[config.mk]
export PLATFORM = sky130hd
export DESIGN_NAME = rst_remap_ctrl
export DESIGN_NICKNAME = d
export VERILOG_FILES = /design/src/hdl/rst_remap_pkg.sv /design/src/hdl/remap_if.sv /design/src/hdl/remap_decode.sv /design/src/hdl/rst_remap_ctrl.sv
export SDC_FILE = /design/constraint.sdc
export NUM_CORES = 1
export LEC_CHECK = 0
export BUFFER_PORTS_ARGS = -buffer_cell sky130_fd_sc_hd__buf_2
export CORE_MARGIN = 2
export CORE_UTILIZATION = 52
export CTS_CLUSTER_DIAMETER = 100
export DETAILED_ROUTE_END_ITERATION = 12
export PLACE_DENSITY = 0.85
export REMOVE_ABC_BUFFERS = 1
export SLEW_MARGIN = 20
export SYNTH_ARGS = -nofsm -noshare
export SYNTH_HDL_FRONTEND = slang
export SYNTH_SLANG_ARGS = --single-unit
export TNS_END_PERCENT = 30
[constraint.sdc]
create_clock -name hclk -period 3.3 [get_ports hclk]
set_input_delay 0.66 -clock hclk [delete_from_list [all_inputs] [get_ports hclk]]
set_output_delay 0.66 -clock hclk [all_outputs]
set_load 0.005 [all_outputs]
[src/hdl/rst_remap_pkg.sv]
package rst_remap_pkg;

    // ------------------------------------------------------------------
    // Register map (byte addresses on the AHB-Lite bus)
    // ------------------------------------------------------------------
    localparam logic [31:0] ADDR_REMAP    = 32'hFFFF0220;
    localparam logic [31:0] ADDR_FLAGS    = 32'hFFFF0230;
    localparam logic [31:0] ADDR_CLEAR    = 32'hFFFF0234;
    localparam logic [31:0] ADDR_KEY1     = 32'hFFFF0248;
    localparam logic [31:0] ADDR_CFG      = 32'hFFFF024C;
    localparam logic [31:0] ADDR_KEY2     = 32'hFFFF0250;
    localparam logic [31:0] ADDR_IRQ_STAT = 32'hFFFF0260;
    localparam logic [31:0] ADDR_IRQ_MASK = 32'hFFFF0264;

    // ------------------------------------------------------------------
    // Fields and values
    // ------------------------------------------------------------------
    localparam int          REMAP_BIT  = 0;
    localparam int          FLAG_POR   = 0;
    localparam int          FLAG_WDT   = 1;
    localparam int          FLAG_SW    = 2;
    localparam int          FLAG_W     = 3;
    localparam logic [2:0]  FLAGS_RST  = 3'h1;
    localparam int          CFG_GPIO   = 0;
    localparam int          CFG_DAC    = 2;
    localparam logic [7:0]  CFG_WMASK  = 8'h05;
    localparam logic [7:0]  CFG_RST    = 8'h00;
    localparam logic [7:0]  UNLOCK_KEY1 = 8'h76;
    localparam logic [7:0]  UNLOCK_KEY2 = 8'hB1;
    localparam int          IRQ_EXT    = 0;
    localparam int          IRQ_WDT    = 1;
    localparam int          IRQ_SW     = 2;
    localparam int          IRQ_CLRERR = 3;
    localparam int          IRQ_KEYERR = 4;
    localparam int          IRQ_W      = 5;
    localparam logic [31:0] VEC_BASE   = 32'h00000000;
    localparam logic [31:0] VEC_END    = 32'h00000020;

    // ------------------------------------------------------------------
    // Timing
    // ------------------------------------------------------------------
    localparam int CLK_PERIOD_NS = 100;
    localparam int RST_HOLD_NS   = 500;
    localparam int RST_HOLD_CYC  =
        (RST_HOLD_NS + CLK_PERIOD_NS - 1) / CLK_PERIOD_NS;
    localparam logic [3:0] HOLD_LOAD = 4'(RST_HOLD_CYC - 1);

    // ------------------------------------------------------------------
    // Enumerations
    // ------------------------------------------------------------------
    typedef enum logic [1:0] {
        ST_HOLD   = 2'b00,
        ST_KERNEL = 2'b01,
        ST_USER   = 2'b11
    } seq_state_e;

    typedef enum logic [1:0] {
        KEY_IDLE = 2'b00,
        KEY_GOT1 = 2'b01,
        KEY_GOTV = 2'b11
    } key_state_e;

endpackage

[src/hdl/remap_if.sv]
interface remap_if;
    logic        remap;
    logic [31:0] cpu_addr;
    logic        sram_sel;
    logic        flash_sel;

    modport ctrl (output remap, output cpu_addr,
                  input sram_sel, input flash_sel);
    modport dec  (input remap, input cpu_addr,
                  output sram_sel, output flash_sel);
endinterface

[src/hdl/remap_decode.sv]
module remap_decode
    import rst_remap_pkg::*;
(
    // Clock and reset
    input  wire logic hclk,
    input  wire logic hresetn,
    // Remap selection and decode result
    remap_if.dec      rif
);

    typedef struct packed {
        logic sram_sel;
        logic flash_sel;
    } dec_s;

    dec_s st;
    dec_s next_st;
    logic vec_hit;

    always_comb begin
        vec_hit = (rif.cpu_addr >= VEC_BASE) && (rif.cpu_addr <= VEC_END);
        next_st.sram_sel  = vec_hit && rif.remap;
        next_st.flash_sel = vec_hit && !rif.remap;
    end

    always_ff @(posedge hclk or negedge hresetn) begin
        if (!hresetn) begin
            st <= '0;
        end else begin
            st <= next_st;
        end
    end

    assign rif.sram_sel  = st.sram_sel;
    assign rif.flash_sel = st.flash_sel;

    // ------------------------------------------------------------------
    // Checks
    // ------------------------------------------------------------------
    a_sram_mirror: assert property (@(posedge hclk)
        disable iff (!hresetn)
        (rif.remap && rif.cpu_addr <= VEC_END) |=>
        rif.sram_sel && !rif.flash_sel)
        else $error("vector access not steered to sram");
    a_flash_mirror: assert property (@(posedge hclk)
        disable iff (!hresetn)
        (!rif.remap && rif.cpu_addr <= VEC_END) |=>
        rif.flash_sel && !rif.sram_sel)
        else $error("vector access not steered to flash");
    a_outside_vec: assert property (@(posedge hclk)
        disable iff (!hresetn)
        (rif.cpu_addr > VEC_END) |=> !rif.flash_sel && !rif.sram_sel)
        else $error("address above vector region redirected");

endmodule

[src/hdl/rst_remap_ctrl.sv]
module rst_remap_ctrl
    import rst_remap_pkg::*;
(
    // Clock and power-on reset
    input  wire logic        hclk,
    input  wire logic        hresetn,
    // AHB-Lite slave
    input  wire logic        hsel,
    input  wire logic [31:0] haddr,
    input  wire logic [1:0]  htrans,
    input  wire logic        hwrite,
    input  wire logic [2:0]  hsize,
    input  wire logic [31:0] hwdata,
    input  wire logic        hready,
    output logic             hreadyout,
    output logic             hresp,
    output logic [31:0]      hrdata,
    // Reset sources
    input  wire logic        ext_reset_pin_n,
    input  wire logic        wdt_timeout,
    input  wire logic        boot_mode_pin,
    input  wire logic        kernel_done,
    // Reset outputs and boot sequencing
    output logic             system_reset_n,
    output logic             dac_reset_n,
    output logic             gpio_reset_n,
    output logic             kernel_active,
    output logic             user_vector_jump,
    // Address remap
    input  wire logic [31:0] cpu_addr,
    output logic             low_sram_sel,
    output logic             low_flash_sel,
    // Interrupt
    output logic             irq
);

    // ------------------------------------------------------------------
    // State
    // ------------------------------------------------------------------
    typedef struct packed {
        seq_state_e         seq;
        logic [3:0]         hold_cnt;
        logic               full_rst;
        logic               sys_rst_n;
        logic               dac_rst_n;
        logic               gpio_rst_n;
        logic               jump;
        logic               remap;
        logic [FLAG_W-1:0]  flags;
        logic [7:0]         cfg;
        key_state_e         key;
        logic [7:0]         cfg_pend;
        logic [IRQ_W-1:0]   irq_stat;
        logic [IRQ_W-1:0]   irq_mask;
        logic [1:0]         ext_sync;
        logic [1:0]         bm_sync;
        logic               d_act;
        logic               d_write;
        logic [31:0]        d_addr;
        logic [31:0]        rdata;
    } state_s;

    state_s st;
    state_s next_st;

    logic             ext_low;
    logic             boot_normal;
    logic             addr_ok;
    logic             wr;
    logic             sw_req;
    logic             clr_wr;
    logic             clr_fault;
    logic             key_commit;
    logic             key_err;
    logic             reset_event;
    logic             soft_only;
    logic [IRQ_W-1:0] irq_set;
    logic [IRQ_W-1:0] irq_rdclr;
    logic [31:0]      rd_mux;

    remap_if rif ();

    // ------------------------------------------------------------------
    // Next-state logic
    // ------------------------------------------------------------------
    always_comb begin
        next_st = st;

        // Pins pass two flops; only the second stage is read.
        next_st.ext_sync = {st.ext_sync[0], ext_reset_pin_n};
        next_st.bm_sync  = {st.bm_sync[0], boot_mode_pin};
        ext_low     = !st.ext_sync[1];
        boot_normal = st.bm_sync[1];

        // Bus: address phase taken when selected, ready and NONSEQ or SEQ (htrans[1] set).
        addr_ok         = hsel && hready && htrans[1];
        next_st.d_act   = addr_ok;
        next_st.d_write = addr_ok && hwrite;
        next_st.d_addr  = addr_ok ? haddr : st.d_addr;
        wr              = st.d_act && st.d_write;

        unique case (haddr)
            ADDR_REMAP:    rd_mux = {31'h0, st.remap};
            ADDR_FLAGS:    rd_mux = {29'h0, st.flags};
            ADDR_CFG:      rd_mux = {24'h0, st.cfg};
            ADDR_IRQ_STAT: rd_mux = {27'h0, st.irq_stat};
            ADDR_IRQ_MASK: rd_mux = {27'h0, st.irq_mask};
            default:       rd_mux = 32'h0;
        endcase
        next_st.rdata = (addr_ok && !hwrite) ? rd_mux : st.rdata;
        irq_rdclr = (addr_ok && !hwrite && haddr == ADDR_IRQ_STAT)
                    ? st.irq_stat : '0;

        // Register writes in the data phase.
        sw_req    = wr && st.d_addr == ADDR_FLAGS &&
                    hwdata[FLAG_SW];
        clr_wr    = wr && st.d_addr == ADDR_CLEAR;
        // Any set flag left standing by the clear write forces a reset.
        clr_fault = clr_wr && |(st.flags & ~hwdata[FLAG_W-1:0]);
        if (wr && st.d_addr == ADDR_REMAP) begin
            next_st.remap = hwdata[REMAP_BIT];
        end
        if (wr && st.d_addr == ADDR_IRQ_MASK) begin
            next_st.irq_mask = hwdata[IRQ_W-1:0];
        end

        // Unlock sequence: key 1, value, key 2 as consecutive writes.
        key_commit = 1'b0;
        key_err    = 1'b0;
        if (wr) begin
            unique case (st.key)
                KEY_IDLE: begin
                    if (st.d_addr == ADDR_KEY1 &&
                        hwdata[7:0] == UNLOCK_KEY1) begin
                        next_st.key = KEY_GOT1;
                    end else if (st.d_addr == ADDR_CFG) begin
                        key_err = 1'b1;
                    end
                end
                KEY_GOT1: begin
                    if (st.d_addr == ADDR_CFG) begin
                        next_st.cfg_pend = hwdata[7:0] & CFG_WMASK;
                        next_st.key      = KEY_GOTV;
                    end else begin
                        key_err     = 1'b1;
                        next_st.key = KEY_IDLE;
                    end
                end
                KEY_GOTV: begin
                    next_st.key = KEY_IDLE;
                    if (st.d_addr == ADDR_KEY2 &&
                        hwdata[7:0] == UNLOCK_KEY2) begin
                        key_commit = 1'b1;
                    end else begin
                        key_err = 1'b1;
                    end
                end
                default: next_st.key = KEY_IDLE;
            endcase
        end
        if (key_commit) begin
            next_st.cfg = st.cfg_pend;
        end

        // Flags: clear first, then hardware sets, so a set is never lost.
        if (clr_wr) begin
            next_st.flags = st.flags & ~hwdata[FLAG_W-1:0];
        end
        if (wdt_timeout) begin
            next_st.flags[FLAG_WDT] = 1'b1;
        end
        if (sw_req) begin
            next_st.flags[FLAG_SW] = 1'b1;
        end

        // Reset causes. An external reset leaves no flag of its own.
        reset_event = ext_low || wdt_timeout ||
                      sw_req || clr_fault;
        soft_only   = !ext_low && !clr_fault;

        irq_set = '0;
        irq_set[IRQ_EXT]    = ext_low && st.seq != ST_HOLD;
        irq_set[IRQ_WDT]    = wdt_timeout;
        irq_set[IRQ_SW]     = sw_req;
        irq_set[IRQ_CLRERR] = clr_fault;
        irq_set[IRQ_KEYERR] = key_err;
        next_st.irq_stat = (st.irq_stat & ~irq_rdclr) | irq_set;

        // Reset sequencer.
        next_st.jump = 1'b0;
        if (reset_event) begin
            next_st.seq      = ST_HOLD;
            next_st.hold_cnt = HOLD_LOAD;
            next_st.remap    = 1'b0;
            next_st.key      = KEY_IDLE;
            // A fresh soft reset inside a hard one stays hard.
            next_st.full_rst = (st.seq == ST_HOLD && st.full_rst) ||
                               !soft_only;
        end else begin
            unique case (st.seq)
                ST_HOLD: begin
                    if (st.hold_cnt == '0) begin
                        next_st.seq = ST_KERNEL;
                    end else begin
                        next_st.hold_cnt = st.hold_cnt - 4'h1;
                    end
                end
                ST_KERNEL: begin
                    // Boot pin low keeps the core in the kernel.
                    if (kernel_done && boot_normal) begin
                        next_st.seq  = ST_USER;
                        next_st.jump = 1'b1;
                    end
                end
                ST_USER: begin
                    next_st.seq = ST_USER;
                end
                default: next_st.seq = ST_HOLD;
            endcase
        end

        next_st.sys_rst_n  = next_st.seq != ST_HOLD;
        next_st.dac_rst_n  = next_st.sys_rst_n ||
            (!next_st.full_rst && next_st.cfg[CFG_DAC]);
        next_st.gpio_rst_n = next_st.sys_rst_n ||
            (!next_st.full_rst && next_st.cfg[CFG_GPIO]);
    end

    // ------------------------------------------------------------------
    // State register
    // ------------------------------------------------------------------
    always_ff @(posedge hclk or negedge hresetn) begin
        if (!hresetn) begin
            st          <= '0;
            st.seq      <= ST_HOLD;
            st.hold_cnt <= HOLD_LOAD;
            st.full_rst <= 1'b1;
            st.flags    <= FLAGS_RST;
            st.cfg      <= CFG_RST;
            st.key      <= KEY_IDLE;
            st.ext_sync <= 2'h3;
            st.bm_sync  <= 2'h3;
        end else begin
            st <= next_st;
        end
    end

    // ------------------------------------------------------------------
    // Outputs
    // ------------------------------------------------------------------
    assign hreadyout        = 1'b1;
    assign hresp            = 1'b0;
    assign hrdata           = st.rdata;
    assign system_reset_n   = st.sys_rst_n;
    assign dac_reset_n      = st.dac_rst_n;
    assign gpio_reset_n     = st.gpio_rst_n;
    assign kernel_active    = st.seq == ST_KERNEL;
    assign user_vector_jump = st.jump;
    assign irq              = |(st.irq_stat & st.irq_mask);

    assign rif.remap    = st.remap;
    assign rif.cpu_addr = cpu_addr;
    assign low_sram_sel  = rif.sram_sel;
    assign low_flash_sel = rif.flash_sel;

    remap_decode u_remap_decode (
        .hclk    (hclk),
        .hresetn (hresetn),
        .rif     (rif)
    );

    // ------------------------------------------------------------------
    // Checks
    // ------------------------------------------------------------------
    a_remap_cleared: assert property (@(posedge hclk)
        disable iff (!hresetn)
        reset_event |=> !st.remap ##1 !low_sram_sel)
        else $error("remap not cleared by reset");
    a_hold_length: assert property (@(posedge hclk)
        disable iff (!hresetn)
        (reset_event && st.seq == ST_USER) |=> !system_reset_n [*5])
        else $error("system reset held too briefly");
    a_wdt_flag: assert property (@(posedge hclk)
        disable iff (!hresetn)
        wdt_timeout |=> st.flags[FLAG_WDT] && !system_reset_n)
        else $error("watchdog flag or reset missing");
    a_sw_reset: assert property (@(posedge hclk)
        disable iff (!hresetn)
        sw_req |=> st.flags[FLAG_SW] && !system_reset_n)
        else $error("software reset not taken");
    a_clear_fault: assert property (@(posedge hclk)
        disable iff (!hresetn)
        (clr_wr && |(st.flags & ~hwdata[FLAG_W-1:0])) |=> !system_reset_n)
        else $error("partial clear did not reset");
    a_clear_flags: assert property (@(posedge hclk)
        disable iff (!hresetn)
        (clr_wr && !wdt_timeout) |=>
        st.flags == ($past(st.flags) & ~$past(hwdata[FLAG_W-1:0])))
        else $error("flags not cleared as written");
    a_cfg_locked: assert property (@(posedge hclk)
        disable iff (!hresetn)
        (st.cfg != $past(st.cfg)) |-> $past(key_commit))
        else $error("config changed without unlock");
    a_dac_keep: assert property (@(posedge hclk)
        disable iff (!hresetn)
        (!system_reset_n && !st.full_rst) |-> dac_reset_n == st.cfg[CFG_DAC])
        else $error("dac retention wrong");
    a_gpio_keep: assert property (@(posedge hclk)
        disable iff (!hresetn)
        (!system_reset_n && !st.full_rst) |->
        gpio_reset_n == st.cfg[CFG_GPIO])
        else $error("gpio retention wrong");
    a_hard_reset: assert property (@(posedge hclk)
        disable iff (!hresetn)
        (!system_reset_n && st.full_rst) |-> !dac_reset_n && !gpio_reset_n)
        else $error("hard reset kept peripheral state");
    a_kernel_first: assert property (@(posedge hclk)
        disable iff (!hresetn)
        $rose(user_vector_jump) |->
        $past(kernel_active) && $past(boot_normal))
        else $error("user vector entered without kernel");

    c_sw_reset: cover property (@(posedge hclk) disable iff (!hresetn)
        sw_req ##1 !system_reset_n);
    c_remap_on: cover property (@(posedge hclk) disable iff (!hresetn)
        $rose(st.remap));
    c_cfg_commit: cover property (@(posedge hclk) disable iff (!hresetn)
        key_commit);
    c_user_jump: cover property (@(posedge hclk) disable iff (!hresetn)
        user_vector_jump);
    c_boot_low: cover property (@(posedge hclk) disable iff (!hresetn)
        kernel_active && !boot_normal ##8 kernel_active);

endmodule

* Yosys cells after proc, flatten, opt, wreduce, memory -nomap -nowiden *
Cells that the tools add are included.

storage, ports and cells
  register bits after elaboration = 103
  input bits = 110
  output and inout bits = 42
  logic and storage cells = 137

operators by class
  add/subtract/negate cells = 1
  order comparisons = 2
  equal/unequal tests = 20
  mux-type cells = 34
  bitwise logic cells = 6
  reductions and logical operators = 50

operator list
  cell                    count
  $eq A32 B32 Y1 const B  12
  $ge A32 B1 Y1 const B   1
  $le A32 B6 Y1 const B   1
  $pmux W5 S5             1
  $logic_and A1 B1 Y1     23
  $mux W1                 16
  $reduce_bool A2 Y1      7
  $mux W3                 4
  $and A5 B5 Y5           2
  $mux W10                1
  $mux W2                 5
  $eq A8 B7 Y1 const B    1
  $eq A8 B8 Y1 const B    1
  $mux W4                 2
  $logic_not A1 Y1        6
  $logic_or A1 B1 Y1      6
  $mux W6                 1
  $pmux W2 S3             1
  $mux W5                 1
  $not A5 Y5              1
  $or A5 B5 Y5            1
  $reduce_or A5 Y1        1
  $eq A2 B1 Y1 const B    2
  $eq A2 B2 Y1 const B    2
  other kinds (12)        14

* Depth between registers and ports, before layout *
  depth in word-level cells = 12
  gate-level depth with buffers = 7
  mapped depth without buffers = 7

* By module *
From an unflattened synthesis, not the netlist that was laid out.

second synthesis, totals
  cells, all modules = 332
  area, all modules = 3796.1 um2

modules (own cells, without submodules)
  module          instances  cells each  area each (um2)  sequential area each (um2)
  rst_remap_ctrl  1          317         3657.3           1860.5
  remap_decode    1          15          138.9            50.0

* Worst setup path before layout *
Ideal clock, no wire load.

  path kind = input-to-reg
  from = input haddr[8]
  to = register st[77] in the netlist's numbering
  library setup time = 0.121 ns
  arrival time = 1.960 ns
  data required time = 3.179 ns
  slack = 1.219 ns
  stages on the path = 5
  path buffers = 0
  cell sequence = or4bb_1 nor4_2 nand3b_1 or2_4 a22o_1

RTL lines
  element                 line                   source
  start: declaration      rst_remap_ctrl.sv:9    input wire logic [31:0] haddr,
  end signal: assignment  rst_remap_ctrl.sv:244  st <= next_st;
  end: declaration        rst_remap_ctrl.sv:63   state_s st;

==> results.json <==
{
  "cts_buffers": 9,
  "start_util_pct": 52.9,
  "die_h_um": 89.5,
  "fp.coreArea_sq_um": 7180,
  "grt_max_degree": 42,
  "setup_tns_ns": 0,
  "synth.distinct_cells": 57,
  "worstSetupPathType": "in2reg",
  "stdcell_count": 538,
  "syn_to_final_growth_pct": 17.0,
  "synth_edf_count": 0,
  "gp_congestion": 0.869,
  "fin_worst_skew_ns": 0.0128,
  "grtUsageTotal_pct": 22.5,
  "post_cts_buffers": 0,
  "path_clk_slew_ns": 0.08,
  "ir_worst_vdd_uv": 318,
  "ant_nets": 0,
  "cts_root_buf": "clkbuf_8",
  "tightest_slew_ns": 0.814,
  "ys.flop_type": "dfrtp_1",
  "finalCriticalPeriod_ns": 2.15,
  "slew_viol_final": 0,
  "cp_max_fo": 5,
  "setup_slack_ns": 1.15,
  "hold-path-endpoint": "st[69]$_DFF_PN1_",
  "hold_viol_final": 0,
  "fill_cells": 601,
  "routedWlPerCell_um": 15.9,
  "cts_sinks": 76,
  "io_buffer_count": 94,
  "yosysSeqAreaShare_pct": 50.3,
  "num_antenna_cells": 0,
  "cts_tree": "built",
  "cellPowerDensity_nw_per_um2": 466,
  "synth-seq-cells": 76,
  "drcViolationCount": 0,
  "routed_wl_um": 8580,
  "cp.arrival_ns": 2.38,
  "num_vias": 2943,
  "final_nets": 545,
  "timing.rr.end": "gpio_reset_n$_DFF_PN0_",
  "hold_slack_ns": 0.359,
  "whs_path_depth": 0,
  "grt_overflow": 0,
  "dp_hpwl_um": 6610,
  "dp.cells": 522,
  "reg2reg_depth": 5,
  "max_slew_margin_pct": 45.8,
  "r2r_slack_ns": 1.18,
  "first_global_vias": 2848,
  "layout-drive-gt1-share_pct": 37.6,
  "cap_violations": 0,
  "yosysWarnings": 0,
  "finalSetupViolCount": 0,
  "grt_antenna_before_repair": 0,
  "startpoint_type": "input port",
  "clockBufferDepth": 2,
  "rsz0062_at_grt": "false",
  "fmax_mhz": 466,
  "grt_pass1_wl_um": 13500,
  "netlist_area_sq_um": 3800,
  "htree_levels": 3,
  "dieArea_sq_um": 8000,
  "outcome": "finished clean",
  "p_leak_nw": 2.04,
  "crit_required_ns": 3.54,
  "drtIter0Drc": 183,
  "rows": 31,
  "hold_path_class": "reg2reg",
  "dieWidth_um": 89.5,
  "r2r-start": "st[35]$_DFFE_PN0P_",
  "drt_pass1_iterations": 4,
  "clk_latency_ns": 0.36,
  "boundaryPins": 152,
  "avgSynthCellArea_sq_um": 11.2,
  "synthArstFlopShare_pct": 100,
  "preCtsSetupSlack_ns": 0.804,
  "cts_resized": 0,
  "worst_setup_path_end_kind": "flip-flop",
  "vias_per_cell": 5.47,
  "hp-start": "next_st[69]$_DFF_PN1_",
  "finalCritPeriodShare_pct": 65.0,
  "syn_inst": 340,
  "hold_buffers": 0
}
[cell usage in the layout (no fill, tap or decap), drive strengths merged, types with 3 or more instances in the layout]
master,Yosys,layout
a21o,3,3
or4bb,3,3
dfstp,7,7
buf,38,96
and2,3,3
nand3,9,9
nor3b,4,4
nand4,12,12
o21ai,18,18
clkbuf,2,9
nor3,7,7
nand2,16,16
a41oi,4,4
inv,10,14
nand2b,3,3
dfrtp,69,69
and3,5,5
nor2,19,19
nor2b,5,5
nor4,13,13
conb,2,29
nor4b,3,3
or4,3,3
mux2i,8,8
mux2,38,38
[worst max-delay path, stage by stage]
cell	delay (ns)
buf_2	0.11
or4bb_1	0.52
nor4_2	0.40
nand3b_1	0.19
or2_4	0.30
a22o_1	0.19
[cells by family (layout without fill, tap and decap cells)]
family	Yosys count	after routing	share of synthesized area, %
AOI/OAI and AO/OA	45	45	8.14
xor gates and xnor gates	2	2	0.461
adders and majority gates	1	1	0.329
buffers and inverters	50	122	8.43
DFF	76	76	50.3
muxes	46	46	13.4
other	2	29	0.198
and+or+nand+nor	118	118	18.8
[flip-flops by register name (all words and copies together), names as in the netlist]
| name | cells |
|---|---|
| st | 61 |
| hrdata | 5 |
| next_st | 2 |
| boot_normal | 1 |
| dac_reset_n | 1 |
| gpio_reset_n | 1 |
| rif.remap | 1 |
| system_reset_n | 1 |
| u_remap_decode.rif.flash_sel | 1 |
| u_remap_decode.rif.sram_sel | 1 |
| user_vector_jump | 1 |
[cell type report]
class / count / area, sq um / area share (%)
sequential: 76 / 1910 / 43.0
tap: 99 / 124 / 2.79
multi-input combinational: 241 / 1670 / 37.6
inverter: 10 / 37.5 / 0.845
clock inverter: 7 / 80.1 / 1.80
timing repair buffer: 96 / 498 / 11.2
clock buffer: 9 / 124 / 2.79
[where the power goes]
part           internal (W)  switching [W]  total (W)
clock network      0.000360       0.000373   0.000733
registers           0.00102      0.0000667    0.00109
logic              0.000133       0.000119   0.000252
[per-layer routing]
metal	vias to the layer above	track usage [%]	wire (um)
met5	-	0	0
met4	0	12.1	264
met3	23	4.16	495
met2	107	36.3	4250
met1	1437	28.6	3580
li1	1376	-	-
[synth_stat cells, types with 3 or more instances]
cell,n,area share (%)
or4bb_1,3,0.89
nor3_1,6,0.79
nand2b_1,3,0.49
nor4b_1,3,0.69
nand2_1,16,1.6
inv_1,9,0.89
and2_1,3,0.49
a41oi_1,4,0.92
mux2i_1,8,2.1
buf_4,35,6.9
o21ai_0,18,2.4
nor2b_1,5,0.82
nand4_1,12,2.0
dfstp_2,7,4.8
nand3_1,9,1.2
nor4_1,11,1.8
and3_1,5,0.82
mux2_2,38,11
nor2_1,19,1.9
dfrtp_1,69,45
a21o_1,3,0.59
nor3b_1,4,0.79
[worst max-delay path by stage]
stage                          to          startpoint  cells after the start
2_1_floorplan    st[77]$_DFF_PN0_           htrans[1]                      5
3_3_place_gp     st[78]$_DFF_PN0_            haddr[8]                      6
3_5_place_dp     st[78]$_DFF_PN0_            haddr[8]                      6
4_1_cts          st[78]$_DFF_PN0_            haddr[8]                      6
5_1_grt        st[88]$_DFFE_PN0P_  st[49]$_DFFE_PN0P_                      5
6_report         st[78]$_DFF_PN0_            haddr[8]                      6
[through the flow]
step,util [%],instance area [sq um],total power [W]
3_3_place_gp,59.1,4240,0.00134
5_1_grt,61.9,4440,0.00216
3_5_place_dp,59.1,4240,0.00136
2_1_floorplan,-,3620,0.00122
6_report,61.9,4440,0.00207
4_1_cts,61.9,4440,0.00209
(Power assumes the default switching activity.)
